### config.mk
export PLATFORM = sky130hd
export DESIGN_NAME = acpi_ec_host_mailbox_regs
export DESIGN_NICKNAME = d
export VERILOG_FILES = /design/src/logic/mailbox_pkg.sv /design/src/logic/acpi_ec_host_mailbox_regs.sv
export VERILOG_INCLUDE_DIRS = /design/src /design/src/logic
export SDC_FILE = /design/constraint.sdc
export NUM_CORES = 1
export LEC_CHECK = 0
export BUFFER_PORTS_ARGS = -buffer_cell sky130_fd_sc_hd__buf_4
export CORE_ASPECT_RATIO = 1.2
export CORE_MARGIN = 5
export CORE_UTILIZATION = 50
export DETAILED_ROUTE_END_ITERATION = 8
export PLACE_DENSITY = 0.7
export SLEW_MARGIN = 20
export SYNTH_ARGS = -nofsm -noshare
export SYNTH_HDL_FRONTEND = slang
export SYNTH_SLANG_ARGS = --single-unit
export TNS_END_PERCENT = 100
### constraint.sdc
create_clock -name aclk -period 5.2 [get_ports aclk]
set_clock_uncertainty 0.1 [all_clocks]
set_input_delay 0.52 -clock aclk [delete_from_list [all_inputs] [get_ports aclk]]
set_output_delay 0.52 -clock aclk [all_outputs]
set_load 0.01 [all_outputs]
### src/logic/mailbox_defs.svh
// register indexes, field positions and reset values of the ec mailbox view
`ifndef MAILBOX_DEFS_SVH
`define MAILBOX_DEFS_SVH
`define IDX_E2H_B0 9'h100
`define IDX_E2H_B1 9'h101
`define IDX_E2H_B2 9'h102
`define IDX_E2H_B3 9'h103
`define IDX_STATUS 9'h104
`define IDX_BYTECTL 9'h105
`define IDX_H2E_B0 9'h108
`define IDX_H2E_B1 9'h109
`define IDX_H2E_B2 9'h10a
`define IDX_H2E_B3 9'h10b
`define ST_OBF 0
`define ST_IBF 1
`define ST_USER_LO 2
`define ST_CMD 3
`define ST_BURST 4
`define ST_SCI 5
`define ST_SMI 6
`define ST_USER_HI 7
`define ST_EC_WR_MASK 8'hf4
`define ST_RESET 8'h00
`define BYTE_RESET 8'h00
`define RESP_OKAY 2'h0
`define RESP_SLVERR 2'h2
`endif

### src/logic/mailbox_pkg.sv
// shared types of the ec mailbox register block
`default_nettype none
package mailbox_pkg;
  // one host write to the mailbox: a command or a data word
  typedef struct packed {
    logic        is_cmd;
    logic [31:0] data;
  } host_word_type;
endpackage
`default_nettype wire

### src/logic/acpi_ec_host_mailbox_regs.sv
// ec-side mailbox registers over axi4-lite, with a host write fifo
//
// The AXI4-Lite slave port was decided locally.
`timescale 1ns/100ps
`default_nettype none
`include "mailbox_defs.svh"

// plain ring fifo, valid/ready both sides
module mailbox_fifo #(
  parameter int WIDTH = 33,
  parameter int DEPTH = 8
) (
  input  wire logic             aclk,      // system clock
  input  wire logic             aresetn,   // sync reset, low
  input  wire logic [WIDTH-1:0] in_data,   // write data
  input  wire logic             in_valid,  // write offered
  output var  logic             in_ready,  // room left
  output var  logic [WIDTH-1:0] out_data,  // head word
  output var  logic             out_valid, // head present
  input  wire logic             out_ready  // consumer takes head
);
  localparam int AW = $clog2(DEPTH);
  logic [WIDTH-1:0] mem [DEPTH];
  logic [AW:0]      wp_reg, wp_next, rp_reg, rp_next;
  logic             push, pop, in_ready_reg, in_ready_next;

  // the wrap-bit pointers only work for a power-of-two depth
  if (DEPTH < 2 || (DEPTH & (DEPTH - 1)) != 0) begin
    $error("fifo depth must be a power of two");
  end

  // pointers carry one wrap bit so full and empty are exact; room is registered
  always_comb begin
    in_ready      = in_ready_reg;
    out_valid     = wp_reg != rp_reg;
    out_data      = mem[rp_reg[AW-1:0]];
    push          = in_valid && in_ready;
    pop           = out_valid && out_ready;
    wp_next       = wp_reg + (AW + 1)'(push);
    rp_next       = rp_reg + (AW + 1)'(pop);
    in_ready_next = (wp_next[AW] == rp_next[AW]) || (wp_next[AW-1:0] != rp_next[AW-1:0]);
  end

  always_ff @(posedge aclk) begin
    if (!aresetn) begin
      wp_reg       <= '0;
      rp_reg       <= '0;
      in_ready_reg <= 1'b1;
    end else begin
      wp_reg       <= wp_next;
      rp_reg       <= rp_next;
      in_ready_reg <= in_ready_next;
    end
  end

  // storage has no reset; only written slots are ever read
  always_ff @(posedge aclk) begin
    if (push) mem[wp_reg[AW-1:0]] <= in_data;
  end
endmodule

module acpi_ec_host_mailbox_regs #(
  parameter int ADDR_W     = 12,
  parameter int FIFO_DEPTH = 8
) (
  input  wire logic                       aclk,          // system clock
  input  wire logic                       aresetn,       // system reset, sync, low
  input  wire logic [ADDR_W-1:0]          s_axi_awaddr,  // write address
  input  wire logic                       s_axi_awvalid, // write address valid
  output var  logic                       s_axi_awready, // write address taken
  input  wire logic [31:0]                s_axi_wdata,   // write data
  input  wire logic [3:0]                 s_axi_wstrb,   // byte enables
  input  wire logic                       s_axi_wvalid,  // write data valid
  output var  logic                       s_axi_wready,  // write data taken
  output var  logic [1:0]                 s_axi_bresp,   // write response
  output var  logic                       s_axi_bvalid,  // write response valid
  input  wire logic                       s_axi_bready,  // response accepted
  input  wire logic [ADDR_W-1:0]          s_axi_araddr,  // read address
  input  wire logic                       s_axi_arvalid, // read address valid
  output var  logic                       s_axi_arready, // read address taken
  output var  logic [31:0]                s_axi_rdata,   // read data
  output var  logic [1:0]                 s_axi_rresp,   // read response
  output var  logic                       s_axi_rvalid,  // read data valid
  input  wire logic                       s_axi_rready,  // read data accepted
  input  wire mailbox_pkg::host_word_type host_wr_word,  // host command or data
  input  wire logic                       host_wr_valid, // host write offered
  output var  logic                       host_wr_ready, // fifo has room
  input  wire logic                       host_rd_pulse, // host consumed ec word
  output var  logic [31:0]                ec_to_host_word, // word the host reads
  output var  logic [7:0]                 host_status,   // host read-only status
  output var  logic [7:0]                 host_byte_ctl  // host read-only control
);
  if (ADDR_W < 11) begin
    $error("address too narrow for register map");
  end

  // word index from byte address; high bits must be clear to hit
  function automatic logic [8:0] reg_idx(input logic [ADDR_W-1:0] a);
    reg_idx = (a >> 11) == '0 ? a[10:2] : 9'h000;
  endfunction

  logic [7:0]  e2h_reg [4];
  logic [7:0]  e2h_next [4];
  logic [31:0] h2e_reg, h2e_next;
  logic [7:0]  status_reg, status_next;
  logic        four_reg, four_next;
  logic        aw_full_reg, aw_full_next, w_full_reg, w_full_next;
  logic [ADDR_W-1:0] awaddr_reg, awaddr_next;
  logic [31:0] wdata_reg, wdata_next;
  logic [3:0]  wstrb_reg, wstrb_next;
  logic        bvalid_reg, bvalid_next, rvalid_reg, rvalid_next;
  logic        awready_reg, awready_next, wready_reg, wready_next, arready_reg, arready_next;
  logic [1:0]  bresp_reg, bresp_next, rresp_reg, rresp_next;
  logic [31:0] rdata_reg, rdata_next;
  logic        wr_go, rd_go, drain;
  logic [8:0]  widx, ridx;
  mailbox_pkg::host_word_type fifo_out;
  logic        fifo_valid;

  // host writes queue here; the queue stalls while input-full is set
  mailbox_fifo #(.WIDTH(33), .DEPTH(FIFO_DEPTH)) u_fifo (
    .aclk      (aclk),
    .aresetn   (aresetn),
    .in_data   (host_wr_word),
    .in_valid  (host_wr_valid),
    .in_ready  (host_wr_ready),
    .out_data  (fifo_out),
    .out_valid (fifo_valid),
    .out_ready (!status_reg[`ST_IBF])
  );

  // axi handshakes: address and data latched apart, joined for the write
  always_comb begin
    wr_go        = aw_full_reg && w_full_reg && !bvalid_reg;
    rd_go        = s_axi_arvalid && arready_reg;
    aw_full_next = wr_go ? 1'b0 : aw_full_reg || (s_axi_awvalid && awready_reg);
    w_full_next  = wr_go ? 1'b0 : w_full_reg || (s_axi_wvalid && wready_reg);
    awaddr_next  = (s_axi_awvalid && awready_reg) ? s_axi_awaddr : awaddr_reg;
    wdata_next   = (s_axi_wvalid && wready_reg) ? s_axi_wdata : wdata_reg;
    wstrb_next   = (s_axi_wvalid && wready_reg) ? s_axi_wstrb : wstrb_reg;
    awready_next = !aw_full_next;
    wready_next  = !w_full_next;
    bvalid_next  = bvalid_reg ? !s_axi_bready : wr_go;
    rvalid_next  = rvalid_reg ? !s_axi_rready : rd_go;
    arready_next = !rvalid_next;
    widx         = reg_idx(awaddr_reg);
    ridx         = reg_idx(s_axi_araddr);
  end

  // register contents; set events are applied last so they beat clears
  always_comb begin
    e2h_next    = e2h_reg;
    h2e_next    = h2e_reg;
    status_next = status_reg;
    four_next   = four_reg;
    bresp_next  = bresp_reg;
    rresp_next  = rresp_reg;
    rdata_next  = rdata_reg;
    drain       = fifo_valid && !status_reg[`ST_IBF];
    if (wr_go) begin
      bresp_next = `RESP_OKAY;
      unique case (widx)
        `IDX_E2H_B0: if (wstrb_reg[0]) e2h_next[0] = wdata_reg[7:0];
        `IDX_E2H_B1, `IDX_E2H_B2, `IDX_E2H_B3:
          if (four_reg && wstrb_reg[0]) e2h_next[widx[1:0]] = wdata_reg[7:0];
        `IDX_STATUS: if (wstrb_reg[0])
          status_next = (status_reg & ~`ST_EC_WR_MASK) | (wdata_reg[7:0] & `ST_EC_WR_MASK);
        `IDX_BYTECTL: if (wstrb_reg[0]) four_next = wdata_reg[0];
        `IDX_H2E_B0, `IDX_H2E_B1, `IDX_H2E_B2, `IDX_H2E_B3: ; // written only by the host
        default: bresp_next = `RESP_SLVERR;
      endcase
    end
    if (rd_go) begin
      rresp_next = `RESP_OKAY;
      rdata_next = 32'h0000_0000;
      unique case (ridx)
        `IDX_E2H_B0: rdata_next[7:0] = e2h_reg[0];
        `IDX_E2H_B1, `IDX_E2H_B2, `IDX_E2H_B3: if (four_reg) rdata_next[7:0] = e2h_reg[ridx[1:0]];
        `IDX_STATUS: rdata_next[7:0] = status_reg;
        `IDX_BYTECTL: rdata_next[0] = four_reg;
        `IDX_H2E_B0: rdata_next[7:0] = h2e_reg[7:0];
        `IDX_H2E_B1, `IDX_H2E_B2, `IDX_H2E_B3:
          if (four_reg) rdata_next[7:0] = h2e_reg[8*ridx[1:0] +: 8];
        default: rresp_next = `RESP_SLVERR;
      endcase
      // consuming the host word frees the input side
      if (four_reg ? ridx == `IDX_H2E_B3 : ridx == `IDX_H2E_B0) status_next[`ST_IBF] = 1'b0;
    end
    // host read clears output-full; host power state is not an input here
    if (host_rd_pulse) status_next[`ST_OBF] = 1'b0;
    if (drain) begin
      h2e_next                = fifo_out.data;
      status_next[`ST_IBF]    = 1'b1;
      status_next[`ST_CMD]    = fifo_out.is_cmd;
    end
    if (wr_go && wstrb_reg[0] && (four_reg ? widx == `IDX_E2H_B3 : widx == `IDX_E2H_B0))
      status_next[`ST_OBF] = 1'b1;
  end

  always_ff @(posedge aclk) begin
    if (!aresetn) begin
      e2h_reg     <= '{default: `BYTE_RESET};
      h2e_reg     <= 32'h0000_0000;
      status_reg  <= `ST_RESET;
      four_reg    <= 1'b0;
      aw_full_reg <= 1'b0;
      w_full_reg  <= 1'b0;
      awaddr_reg  <= '0;
      wdata_reg   <= 32'h0000_0000;
      wstrb_reg   <= 4'h0;
      bvalid_reg  <= 1'b0;
      rvalid_reg  <= 1'b0;
      awready_reg <= 1'b0;
      wready_reg  <= 1'b0;
      arready_reg <= 1'b0;
      bresp_reg   <= 2'h0;
      rresp_reg   <= 2'h0;
      rdata_reg   <= 32'h0000_0000;
    end else begin
      e2h_reg     <= e2h_next;
      h2e_reg     <= h2e_next;
      status_reg  <= status_next;
      four_reg    <= four_next;
      aw_full_reg <= aw_full_next;
      w_full_reg  <= w_full_next;
      awaddr_reg  <= awaddr_next;
      wdata_reg   <= wdata_next;
      wstrb_reg   <= wstrb_next;
      bvalid_reg  <= bvalid_next;
      rvalid_reg  <= rvalid_next;
      awready_reg <= awready_next;
      wready_reg  <= wready_next;
      arready_reg <= arready_next;
      bresp_reg   <= bresp_next;
      rresp_reg   <= rresp_next;
      rdata_reg   <= rdata_next;
    end
  end

  // outputs; host aliases are the very same flops, so no lag
  always_comb begin
    s_axi_awready   = awready_reg;
    s_axi_wready    = wready_reg;
    s_axi_bvalid    = bvalid_reg;
    s_axi_bresp     = bresp_reg;
    s_axi_arready   = arready_reg;
    s_axi_rvalid    = rvalid_reg;
    s_axi_rresp     = rresp_reg;
    s_axi_rdata     = rdata_reg;
    ec_to_host_word = {e2h_reg[3], e2h_reg[2], e2h_reg[1], e2h_reg[0]};
    host_status     = status_reg;
    host_byte_ctl   = {7'h00, four_reg};
  end
endmodule
`default_nettype wire

==> tab_implementation.tex, run 1 <==
\begin{tabular}{lr}
\hline
Metric & Value \\
\hline
\multicolumn{2}{l}{\textbf{Global route}} \\
\quad Remaining global-route overflow & 0 \\
\quad GRT Util Overall & between 15 and 20\% \\
\quad Largest net degree at the start of global routing & 94 \\
\quad Antenna violations before repair & 0 \\
\quad Vias in the first global route & around 8700 \\
\quad First-pass GRT wire length & a little over 50000 µm \\
\multicolumn{2}{l}{\textbf{Synthesis}} \\
\quad Synthesized area per cell & between 15 and 20 µm² \\
\quad Synthesized instance count & about 1000 \\
\quad Multiplexer share of the synthesized area & between 10\% and 20\% \\
\quad Largest family of logic cells by synthesized area & multiplexers \\
\quad Predominant post-synthesis flop cell & sky130\_fd\_sc\_hd\_\_edfxtp\_1 \\
\quad Xor/xnor cell area share of the yosys netlist & 0.686\% \\
\quad Number of distinct standard cells referenced by the synthesized netlist & 58 \\
\quad Post-synth ARST share & 0\% \\
\quad Complex-gate fraction of the synthesized area & 6.01\% \\
\quad Sequential area share after synthesis & roughly 67\% \\
\quad Count of flip-flops with a built-in enable after synthesis & approximately 260 \\
\quad Summed instance area of the synthesized netlist & $\sim$15000 µm² \\
\quad Register bit count reported by yosys & 382 \\
\quad Total number of yosys warnings & 0 \\
\quad Adder-cell share of the synthesized area & less than 1\% \\
\quad Post-synthesis share of cell area spent on and, or, nand and nor gates & 6.41\% \\
\multicolumn{2}{l}{\textbf{STA}} \\
\quad Setup WS post-layout & around 2.6 ns \\
\quad Fin crit period & around 2.6 ns \\
\quad Pins Over Slew Limit & 0 \\
\quad Relative slew slack & slightly above 40\% \\
\quad Upper clock frequency limit & around 380 MHz \\
\quad Setup repair after global routing missed its margin & false \\
\quad Number of endpoints with negative hold slack in the final report & 0 \\
\quad Total setup violations reported at the end of the flow & 0 \\
\quad Worst hold slack after final layout & around 0.14 ns \\
\quad Period Utilization, post-route & between 50\% and 60\% \\
\quad Final-layout setup total negative slack & 0 ns \\
\quad Least-Margin Pin Slew & 0.892 ns \\
\multicolumn{2}{l}{\textbf{Setup path}} \\
\quad Origin of the critical flop-to-flop path & u\_fifo.rp\_reg[2] \\
\quad Largest fanout on the critical path & $\sim$40 \\
\quad Max stage delay cell, worst path & sky130\_fd\_sc\_hd\_\_dfxtp\_2 \\
\quad Startpoint Class & register \\
\quad Cell breakdown of the critical path & buf\_4 -> mux4\_2 -> mux2i\_1 -> a21oi\_1 \\
\quad Minimum setup slack among reg-to-reg paths & between 2 and 3 ns \\
\quad Reg2reg path depth & 4 \\
\quad Required time of the critical path & between 5 and 6 ns \\
\quad Type of the worst setup path & reg2reg \\
\quad Sort of element at the end of the critical path & register \\
\quad Delay of the slowest cell on the worst path & 0.83 ns \\
\quad CP Data Arrival Time & around 2.9 ns \\
\quad Reg-to-reg critical path endpoint & h2e\_reg[18] \\
\multicolumn{2}{l}{\textbf{Power}} \\
\quad Cell-internal power & between 5 and 6 mW \\
\quad Pwr/cell area & around 420 nW/µm² \\
\quad Leakage & roughly 6.1 nW \\
\quad Peak ir drop on the vdd network & 0.000244 V \\
\quad Power Total & approximately 7.4 mW \\
\quad Gate power share & between 10\% and 20\% \\
\quad Power spent charging and discharging nets & between 1.5 and 2 mW \\
\quad Net switching share of the total power & between 20\% and 30\% \\
\quad Sequential share of power & between 40\% and 50\% \\
\quad Clock share of power & about 37\% \\
\multicolumn{2}{l}{\textbf{Floorplan}} \\
\quad Number of primary I/O pins & approximately 190 \\
\quad Chip Width & 170 µm \\
\quad Total die area & $\sim$34000 µm² \\
\quad Site Rows & 70 \\
\quad Effective utilization at floorplan & roughly half \\
\quad Placeable Area & between 30000 and 40000 µm² \\
\quad Die Y-Extent & a little over 200 µm \\
\multicolumn{2}{l}{\textbf{Place}} \\
\quad Detailed placer's ending HPWL & a little over 20000 µm \\
\quad \# port buffers & about 130 \\
\quad Instance area after placement & approximately 17000 µm² \\
\quad Post-placement setup slack & 2.48 ns \\
\quad Number of placed instances, taps included & 1477 \\
\quad Final weighted congestion of routability-driven global placement & 0.826 \\
\multicolumn{2}{l}{\textbf{Run status}} \\
\quad Status & finished, final reports clean \\
\multicolumn{2}{l}{\textbf{CTS}} \\
\quad TritonCTS clock tree & yes \\
\quad Count of hold buffers inserted by post-cts repair & 0 \\
\quad CTS H-tree lvls & 2 \\
\quad Num Clock Sinks & about 380 \\
\quad Post-CTS setup buffer count & 0 \\
\quad Clock-pin transition on the worst setup and hold timing paths & about 0.06 ns \\
\quad Clock buffer depth & 3 \\
\quad Cts repair resizes & 0 \\
\quad Skew-Pair Late Insertion Delay & between 0.5 and 0.6 ns \\
\quad Cell at the root of the clock tree & sky130\_fd\_sc\_hd\_\_clkbuf\_16 \\
\quad TritonCTS buffer count & 37 \\
\multicolumn{2}{l}{\textbf{Hold path}} \\
\quad Worst hold endpoint & u\_fifo.mem[6][31] \\
\quad Startpoint of the most critical hold path & host\_wr\_word[31] \\
\quad Hold Path Cell Cnt & 1 \\
\quad Worst Hold Class & in2reg \\
\multicolumn{2}{l}{\textbf{Finish}} \\
\quad Number of inserted filler cells in the final layout & $\sim$2300 \\
\quad Flip-flop count of the largest register, all copies and words added & 264 \\
\quad Leading cell type in the layout, fill and taps excluded & sky130\_fd\_sc\_hd\_\_edfxtp\_1 \\
\quad Commonest cells after routing, fill and taps aside & sky130\_fd\_sc\_hd\_\_edfxtp\_1, sky130\_fd\_sc\_hd\_\_buf\_4, sky130\_fd\_sc\_hd\_\_dfxtp\_1, sky130\_fd\_sc\_hd\_\_nand2\_1, sky130\_fd\_sc\_hd\_\_mux2i\_1 \\
\quad Layout cells sized above 1 & between 20\% and 30\% \\
\quad Final nets & approximately 1200 \\
\quad Fraction of the core area covered by cells at the end of the flow & between 50\% and 60\% \\
\quad Filler-free cell count of the finished design & roughly 1500 \\
\quad Layout Cell Area excl Fill & 17800 µm² \\
\quad Layout-stage area growth over the synthesis result & 16.4\% \\
\quad Antenna diode count & 0 \\
\multicolumn{2}{l}{\textbf{Route}} \\
\quad Initial DRT Pass Iterations & 5 \\
\quad Count of antenna-violating nets left after detailed routing & 0 \\
\quad Via density per instance & roughly 5.7 \\
\quad First-iteration detailed-routing DRC count & about 800 \\
\quad Detailed-route wire length & around 34000 µm \\
\quad Routed WL per cell & roughly 22 µm \\
\quad Via count of the routed design & between 8000 and 9000 \\
\quad Detailed-route DRC error count & 0 \\
\multicolumn{2}{l}{\textbf{Flow run}} \\
\quad Max-cap violations & 0 \\
\hline
\end{tabular}
## critical path: cells and delay by family, from the launching register on
family / cells / cell delay [ns]
buf+inv: 1 / 0.64
mux: 2 / 0.70
compound gates: 1 / 0.15
flops: 1 / 0.83
## worst max-delay path by stage
| stage | from | to | slack (ns) | depth (start not counted) |
|---|---|---|---|---|
| after detailed placement | aresetn | u_fifo.in_ready | 2.48 | 5 |
| after global placement | aresetn | u_fifo.in_ready | 2.47 | 5 |
| after floorplan | host_wr_valid | u_fifo.mem[2][0] | 0.50 | 2 |
| after global routing | u_fifo.rp_reg[0] | h2e_reg[12] | 2.36 | 4 |
| after CTS | u_fifo.rp_reg[0] | h2e_reg[12] | 2.54 | 4 |
| final | u_fifo.rp_reg[2] | h2e_reg[18] | 2.59 | 4 |
## logic make-up after synthesis
logic type | count (synthesis)
xor gates and xnor gates | 12
buffers and inverters | 98
adders and majority gates | 4
and+or+nand+nor | 188
other | 1
muxes | 161
DFF | 382
AOI/OAI and AO/OA | 153
## final cells by class
cell class,count,area (µm²),share of cell area [%]
clock buffers,51,1040,5.84
clock inverters,17,214,1.20
inverters,6,22.5,0.126
multi-input cells,551,4700,26.3
flip-flops and latches,382,10300,57.7
well taps,396,495,2.78
repair buffers,142,1070,5.98
## routing by layer
layer	global-route usage [%]	vias up	share of wire [%]
li1	-	4016	-
met1	25.9	4341	40
met2	32.8	327	50
met3	3.91	46	8.0
met4	5.58	0	2.3
met5	0	-	0
## power by group through the flow
stage	combinational (mW)	clock, mW	sequential [mW]
finish	1.04	2.75	3.64
global route	1.14	2.93	3.67
CTS	1.05	2.81	3.64
detailed placement	1.04	0	3.71
global placement	1.03	0	3.70
floorplan	0.823	0	3.60
## cells in the mapped netlist (6+ instances only)
| library cell | number | area [µm²] |
|---|---|---|
| sky130_fd_sc_hd__a21oi_1 | 59 | 295 |
| sky130_fd_sc_hd__a31oi_1 | 6 | 37.5 |
| sky130_fd_sc_hd__and2_1 | 13 | 81.3 |
| sky130_fd_sc_hd__buf_2 | 13 | 65.1 |
| sky130_fd_sc_hd__buf_4 | 34 | 255 |
| sky130_fd_sc_hd__clkbuf_1 | 39 | 146 |
| sky130_fd_sc_hd__dfxtp_1 | 118 | 2360 |
| sky130_fd_sc_hd__edfxtp_1 | 264 | 7930 |
| sky130_fd_sc_hd__mux2_2 | 13 | 146 |
| sky130_fd_sc_hd__mux2i_1 | 82 | 821 |
| sky130_fd_sc_hd__mux4_2 | 66 | 1490 |
| sky130_fd_sc_hd__nand2_1 | 95 | 357 |
| sky130_fd_sc_hd__nand2b_1 | 9 | 56.3 |
| sky130_fd_sc_hd__nor2_1 | 25 | 93.8 |
| sky130_fd_sc_hd__nor3_1 | 9 | 45.0 |
| sky130_fd_sc_hd__o21ai_0 | 49 | 245 |
| sky130_fd_sc_hd__xor2_1 | 7 | 61.3 |
(Power assumes the default switching activity.)
==> run 2, diff against run 1 <==
--- a/config.mk
+++ b/config.mk
@@ -6,6 +6,7 @@
 export SDC_FILE = /design/constraint.sdc
 export NUM_CORES = 1
 export LEC_CHECK = 0
+export ABC_AREA = 1
 export BUFFER_PORTS_ARGS = -buffer_cell sky130_fd_sc_hd__buf_4
 export CORE_ASPECT_RATIO = 1.2
 export CORE_MARGIN = 5
==> constraint.sdc (replaced) <==
create_clock -name aclk -period 2.5 [get_ports aclk]
set_clock_uncertainty 0.1 [all_clocks]
set_input_delay 0.25 -clock aclk [delete_from_list [all_inputs] [get_ports aclk]]
set_output_delay 0.25 -clock aclk [all_outputs]
set_load 0.01 [all_outputs]
==> tab_implementation.tex, run 2 <==
\begin{tabular}{lr}
\hline
Metric & Value \\
\hline
\multicolumn{2}{l}{\textbf{Run status}} \\
\quad Status & finished, final reports clean \\
\multicolumn{2}{l}{\textbf{Synthesis}} \\
\quad Post-synth ARST share & 0\% \\
\quad Most frequently used cell type in the post-synthesis netlist & sky130\_fd\_sc\_hd\_\_nand2\_1 \\
\quad Predominant post-synthesis flop cell & sky130\_fd\_sc\_hd\_\_edfxtp\_1 \\
\quad Register bit count reported by yosys & about 380 \\
\quad Summed instance area of the synthesized netlist & approximately 16000 µm² \\
\quad Total number of yosys warnings & 0 \\
\quad Synthesized instance count & $\sim$1600 \\
\quad Count of flip-flops with a built-in enable after synthesis & between 200 and 300 \\
\quad Synthesized area per cell & 9.91 µm² \\
\quad Share of Yosys cell area claimed by the top area cell type & about half \\
\quad Cell type contributing the most total cell area after synthesis & sky130\_fd\_sc\_hd\_\_edfxtp\_1 \\
\quad Largest cells by area after synthesis & sky130\_fd\_sc\_hd\_\_edfxtp\_1, sky130\_fd\_sc\_hd\_\_dfxtp\_1, sky130\_fd\_sc\_hd\_\_nand2\_1 \\
\quad Number of distinct standard cells referenced by the synthesized netlist & 37 \\
\quad Sequential area share after synthesis & 64.4\% \\
\quad Most common library cells after synthesis & sky130\_fd\_sc\_hd\_\_nand2\_1, sky130\_fd\_sc\_hd\_\_edfxtp\_1, sky130\_fd\_sc\_hd\_\_nand3\_1 \\
\multicolumn{2}{l}{\textbf{Finish}} \\
\quad Layout Cell Area excl Fill & $\sim$19000 µm² \\
\quad Layout cells sized above 1 & 14.0\% \\
\quad Layout-stage area growth over the synthesis result & 19.4\% \\
\quad Commonest cells after routing, fill and taps aside & sky130\_fd\_sc\_hd\_\_nand2\_1, sky130\_fd\_sc\_hd\_\_edfxtp\_1, sky130\_fd\_sc\_hd\_\_nand3\_1, sky130\_fd\_sc\_hd\_\_nor2\_1, sky130\_fd\_sc\_hd\_\_buf\_4 \\
\quad Final nets & roughly 1900 \\
\quad Leading cell type in the layout, fill and taps excluded & sky130\_fd\_sc\_hd\_\_nand2\_1 \\
\quad Flip-flop count of the largest register, all copies and words added & about 260 \\
\quad Filler-free cell count of the finished design & roughly 2200 \\
\multicolumn{2}{l}{\textbf{CTS}} \\
\quad Num Clock Sinks & approximately 380 \\
\quad CTS H-tree lvls & 2 \\
\quad Clock-pin transition on the worst setup and hold timing paths & $\sim$0.060 ns \\
\quad Clock buffer depth & 3 \\
\quad Cell at the root of the clock tree & sky130\_fd\_sc\_hd\_\_clkbuf\_16 \\
\quad TritonCTS buffer count & 38 \\
\quad Skew-Pair Late Insertion Delay & approximately 0.53 ns \\
\quad TritonCTS clock tree & yes \\
\multicolumn{2}{l}{\textbf{Setup path}} \\
\quad Startpoint Class & register \\
\quad CP Launch Point & u\_fifo.rp\_reg[0] \\
\quad Largest fanout on the critical path & 64 \\
\quad Required time of the critical path & around 2.8 ns \\
\quad Sort of element at the end of the critical path & register \\
\quad Type of the worst setup path & reg2reg \\
\quad CP Data Arrival Time & roughly 2.4 ns \\
\quad Origin of the critical flop-to-flop path & u\_fifo.rp\_reg[0] \\
\multicolumn{2}{l}{\textbf{Power}} \\
\quad Clock share of power & between 30\% and 40\% \\
\quad Gate power share & between 10\% and 20\% \\
\quad Net switching share of the total power & 29.2\% \\
\quad Peak ir drop on the vdd network & 0.000567 V \\
\quad Power spent charging and discharging nets & 4.78 mW \\
\quad Leakage & between 7 and 8 nW \\
\quad Pwr/cell area & roughly 860 nW/µm² \\
\quad Cell-internal power & about 12 mW \\
\quad Sequential share of power & between 40\% and 50\% \\
\multicolumn{2}{l}{\textbf{Floorplan}} \\
\quad Die Y-Extent & between 200 and 250 µm \\
\quad Number of primary I/O pins & about 190 \\
\quad Total die area & 35600 µm² \\
\quad Placeable Area & around 31000 µm² \\
\quad Effective utilization at floorplan & $\sim$50\% \\
\quad Site Rows & 71 \\
\quad Chip Width & 173 µm \\
\multicolumn{2}{l}{\textbf{Global route}} \\
\quad GRT Util Overall & between 20 and 25\% \\
\quad Remaining global-route overflow & 0 \\
\quad First-pass GRT wire length & 61100 µm \\
\quad Largest net degree at the start of global routing & 119 \\
\quad Antenna violations before repair & 3 \\
\quad Vias in the first global route & between 10000 and 15000 \\
\multicolumn{2}{l}{\textbf{Place}} \\
\quad \# port buffers & $\sim$130 \\
\quad Number of placed instances, taps included & between 2000 and 2500 \\
\quad Post-placement setup slack & 0.447 ns \\
\quad Instance area after placement & 17300 µm² \\
\quad Detailed placer's ending HPWL & 23400 µm \\
\quad Final weighted congestion of routability-driven global placement & $\sim$0.88 \\
\multicolumn{2}{l}{\textbf{Route}} \\
\quad Detailed-route wire length & roughly 39000 µm \\
\quad Via density per instance & 5.37 \\
\quad Detailed-route DRC error count & 0 \\
\quad Routed WL per cell & about 18 µm \\
\quad First-iteration detailed-routing DRC count & between 1000 and 1500 \\
\quad Initial DRT Pass Iterations & 5 \\
\quad Via count of the routed design & 11829 \\
\quad Count of antenna-violating nets left after detailed routing & 0 \\
\multicolumn{2}{l}{\textbf{STA}} \\
\quad Total setup violations reported at the end of the flow & 0 \\
\quad Setup repair after global routing missed its margin & false \\
\quad Upper clock frequency limit & 490 MHz \\
\quad Setup WS post-layout & between 0.4 and 0.5 ns \\
\quad Period Utilization, post-route & 81.6\% \\
\quad Pins Over Slew Limit & 0 \\
\quad Fin crit period & about 2.0 ns \\
\quad Relative slew slack & between 40\% and 50\% \\
\quad Number of endpoints with negative hold slack in the final report & 0 \\
\quad Least-Margin Pin Slew & approximately 0.78 ns \\
\quad Final-layout setup total negative slack & 0 ns \\
\multicolumn{2}{l}{\textbf{Flow run}} \\
\quad Max-cap violations & 0 \\
\multicolumn{2}{l}{\textbf{Hold path}} \\
\quad Startpoint of the most critical hold path & aresetn \\
\quad Worst Hold Class & in2reg \\
\hline
\end{tabular}
-- run 2: per-layer routing --
| metal | wire length [µm] | track usage (%) | vias to the layer above |
|---|---|---|---|
| met5 | 13 | 0 | - |
| met4 | 1170 | 8.01 | 2 |
| met3 | 3090 | 4.08 | 96 |
| met2 | 18400 | 35.7 | 494 |
| met1 | 16100 | 28.4 | 5519 |
| li1 | - | - | 5718 |
-- run 2: timing repair --
item	4_1_cts	5_1_grt
resized for setup	0	0
hold buffers	56	0
hold endpoints to repair	288	0
buffers inserted	0	0
-- run 2: critical path, stage by stage (launching register included) --
cell and delay, ns:
sky130_fd_sc_hd__dfxtp_4 0.49, sky130_fd_sc_hd__clkinv_2 0.37, sky130_fd_sc_hd__buf_12 0.32, sky130_fd_sc_hd__nand2_1 0.11
sky130_fd_sc_hd__nand3_1 0.07, sky130_fd_sc_hd__nand3_1 0.12, sky130_fd_sc_hd__nand2_1 0.12, sky130_fd_sc_hd__nor2_1 0.13
sky130_fd_sc_hd__nor2_1 0.06
-- run 2: power by group through the flow --
stage	Clock, mW	Sequential [mW]	Combinational [mW]
floorplan	0	7.53	2.30
CTS	5.67	7.52	3.26
detailed placement	0	7.65	3.15
finish	5.57	7.53	3.24
global placement	0	7.64	3.10
global route	5.94	7.57	3.66
-- run 2: final timing paths --
check	depth (start not counted)	slack [ns]	end
worst max-delay path	8	0.46	h2e_reg[18]
worst max register to register	8	0.46	h2e_reg[18]
worst min register to register	2	0.36	awaddr_reg[10]
worst min-delay path	3	0.03	u_fifo.rp_reg[0]
-- run 2: area by class of cell --
cell class | count | area, µm²
repair buffers | 201 | 1810
inverters | 60 | 229
well taps | 401 | 502
clock buffers | 49 | 1050
multi-input cells | 1088 | 5000
diodes | 2 | 5.00
flip-flops and latches | 382 | 10300
clock inverters | 18 | 165
fillers | 2547 | 12400
-- run 2: kinds of logic (layout without fill, tap and decap cells) --
logic type	Yosys count	in the layout	synth area share [%]
and+or+nand+nor	897	897	24.3
xor gates and xnor gates	12	12	0.658
buffers and inverters	174	328	5.36
DFF	382	382	64.4
AOI/OAI and AO/OA	142	142	4.88
adders and majority gates	4	4	0.313
other	1	35	0.0235
-- run 2: through the flow --
stage	util (%)	power, mW	hold WS [ns]
6_report	60.6	16.3	0.0314
5_1_grt	60.6	17.2	0.0518
4_1_cts	60.6	16.5	0.00458
3_5_place_dp	55.0	10.8	0.357
3_3_place_gp	55.0	10.7	0.348
2_1_floorplan	-	9.83	0.249
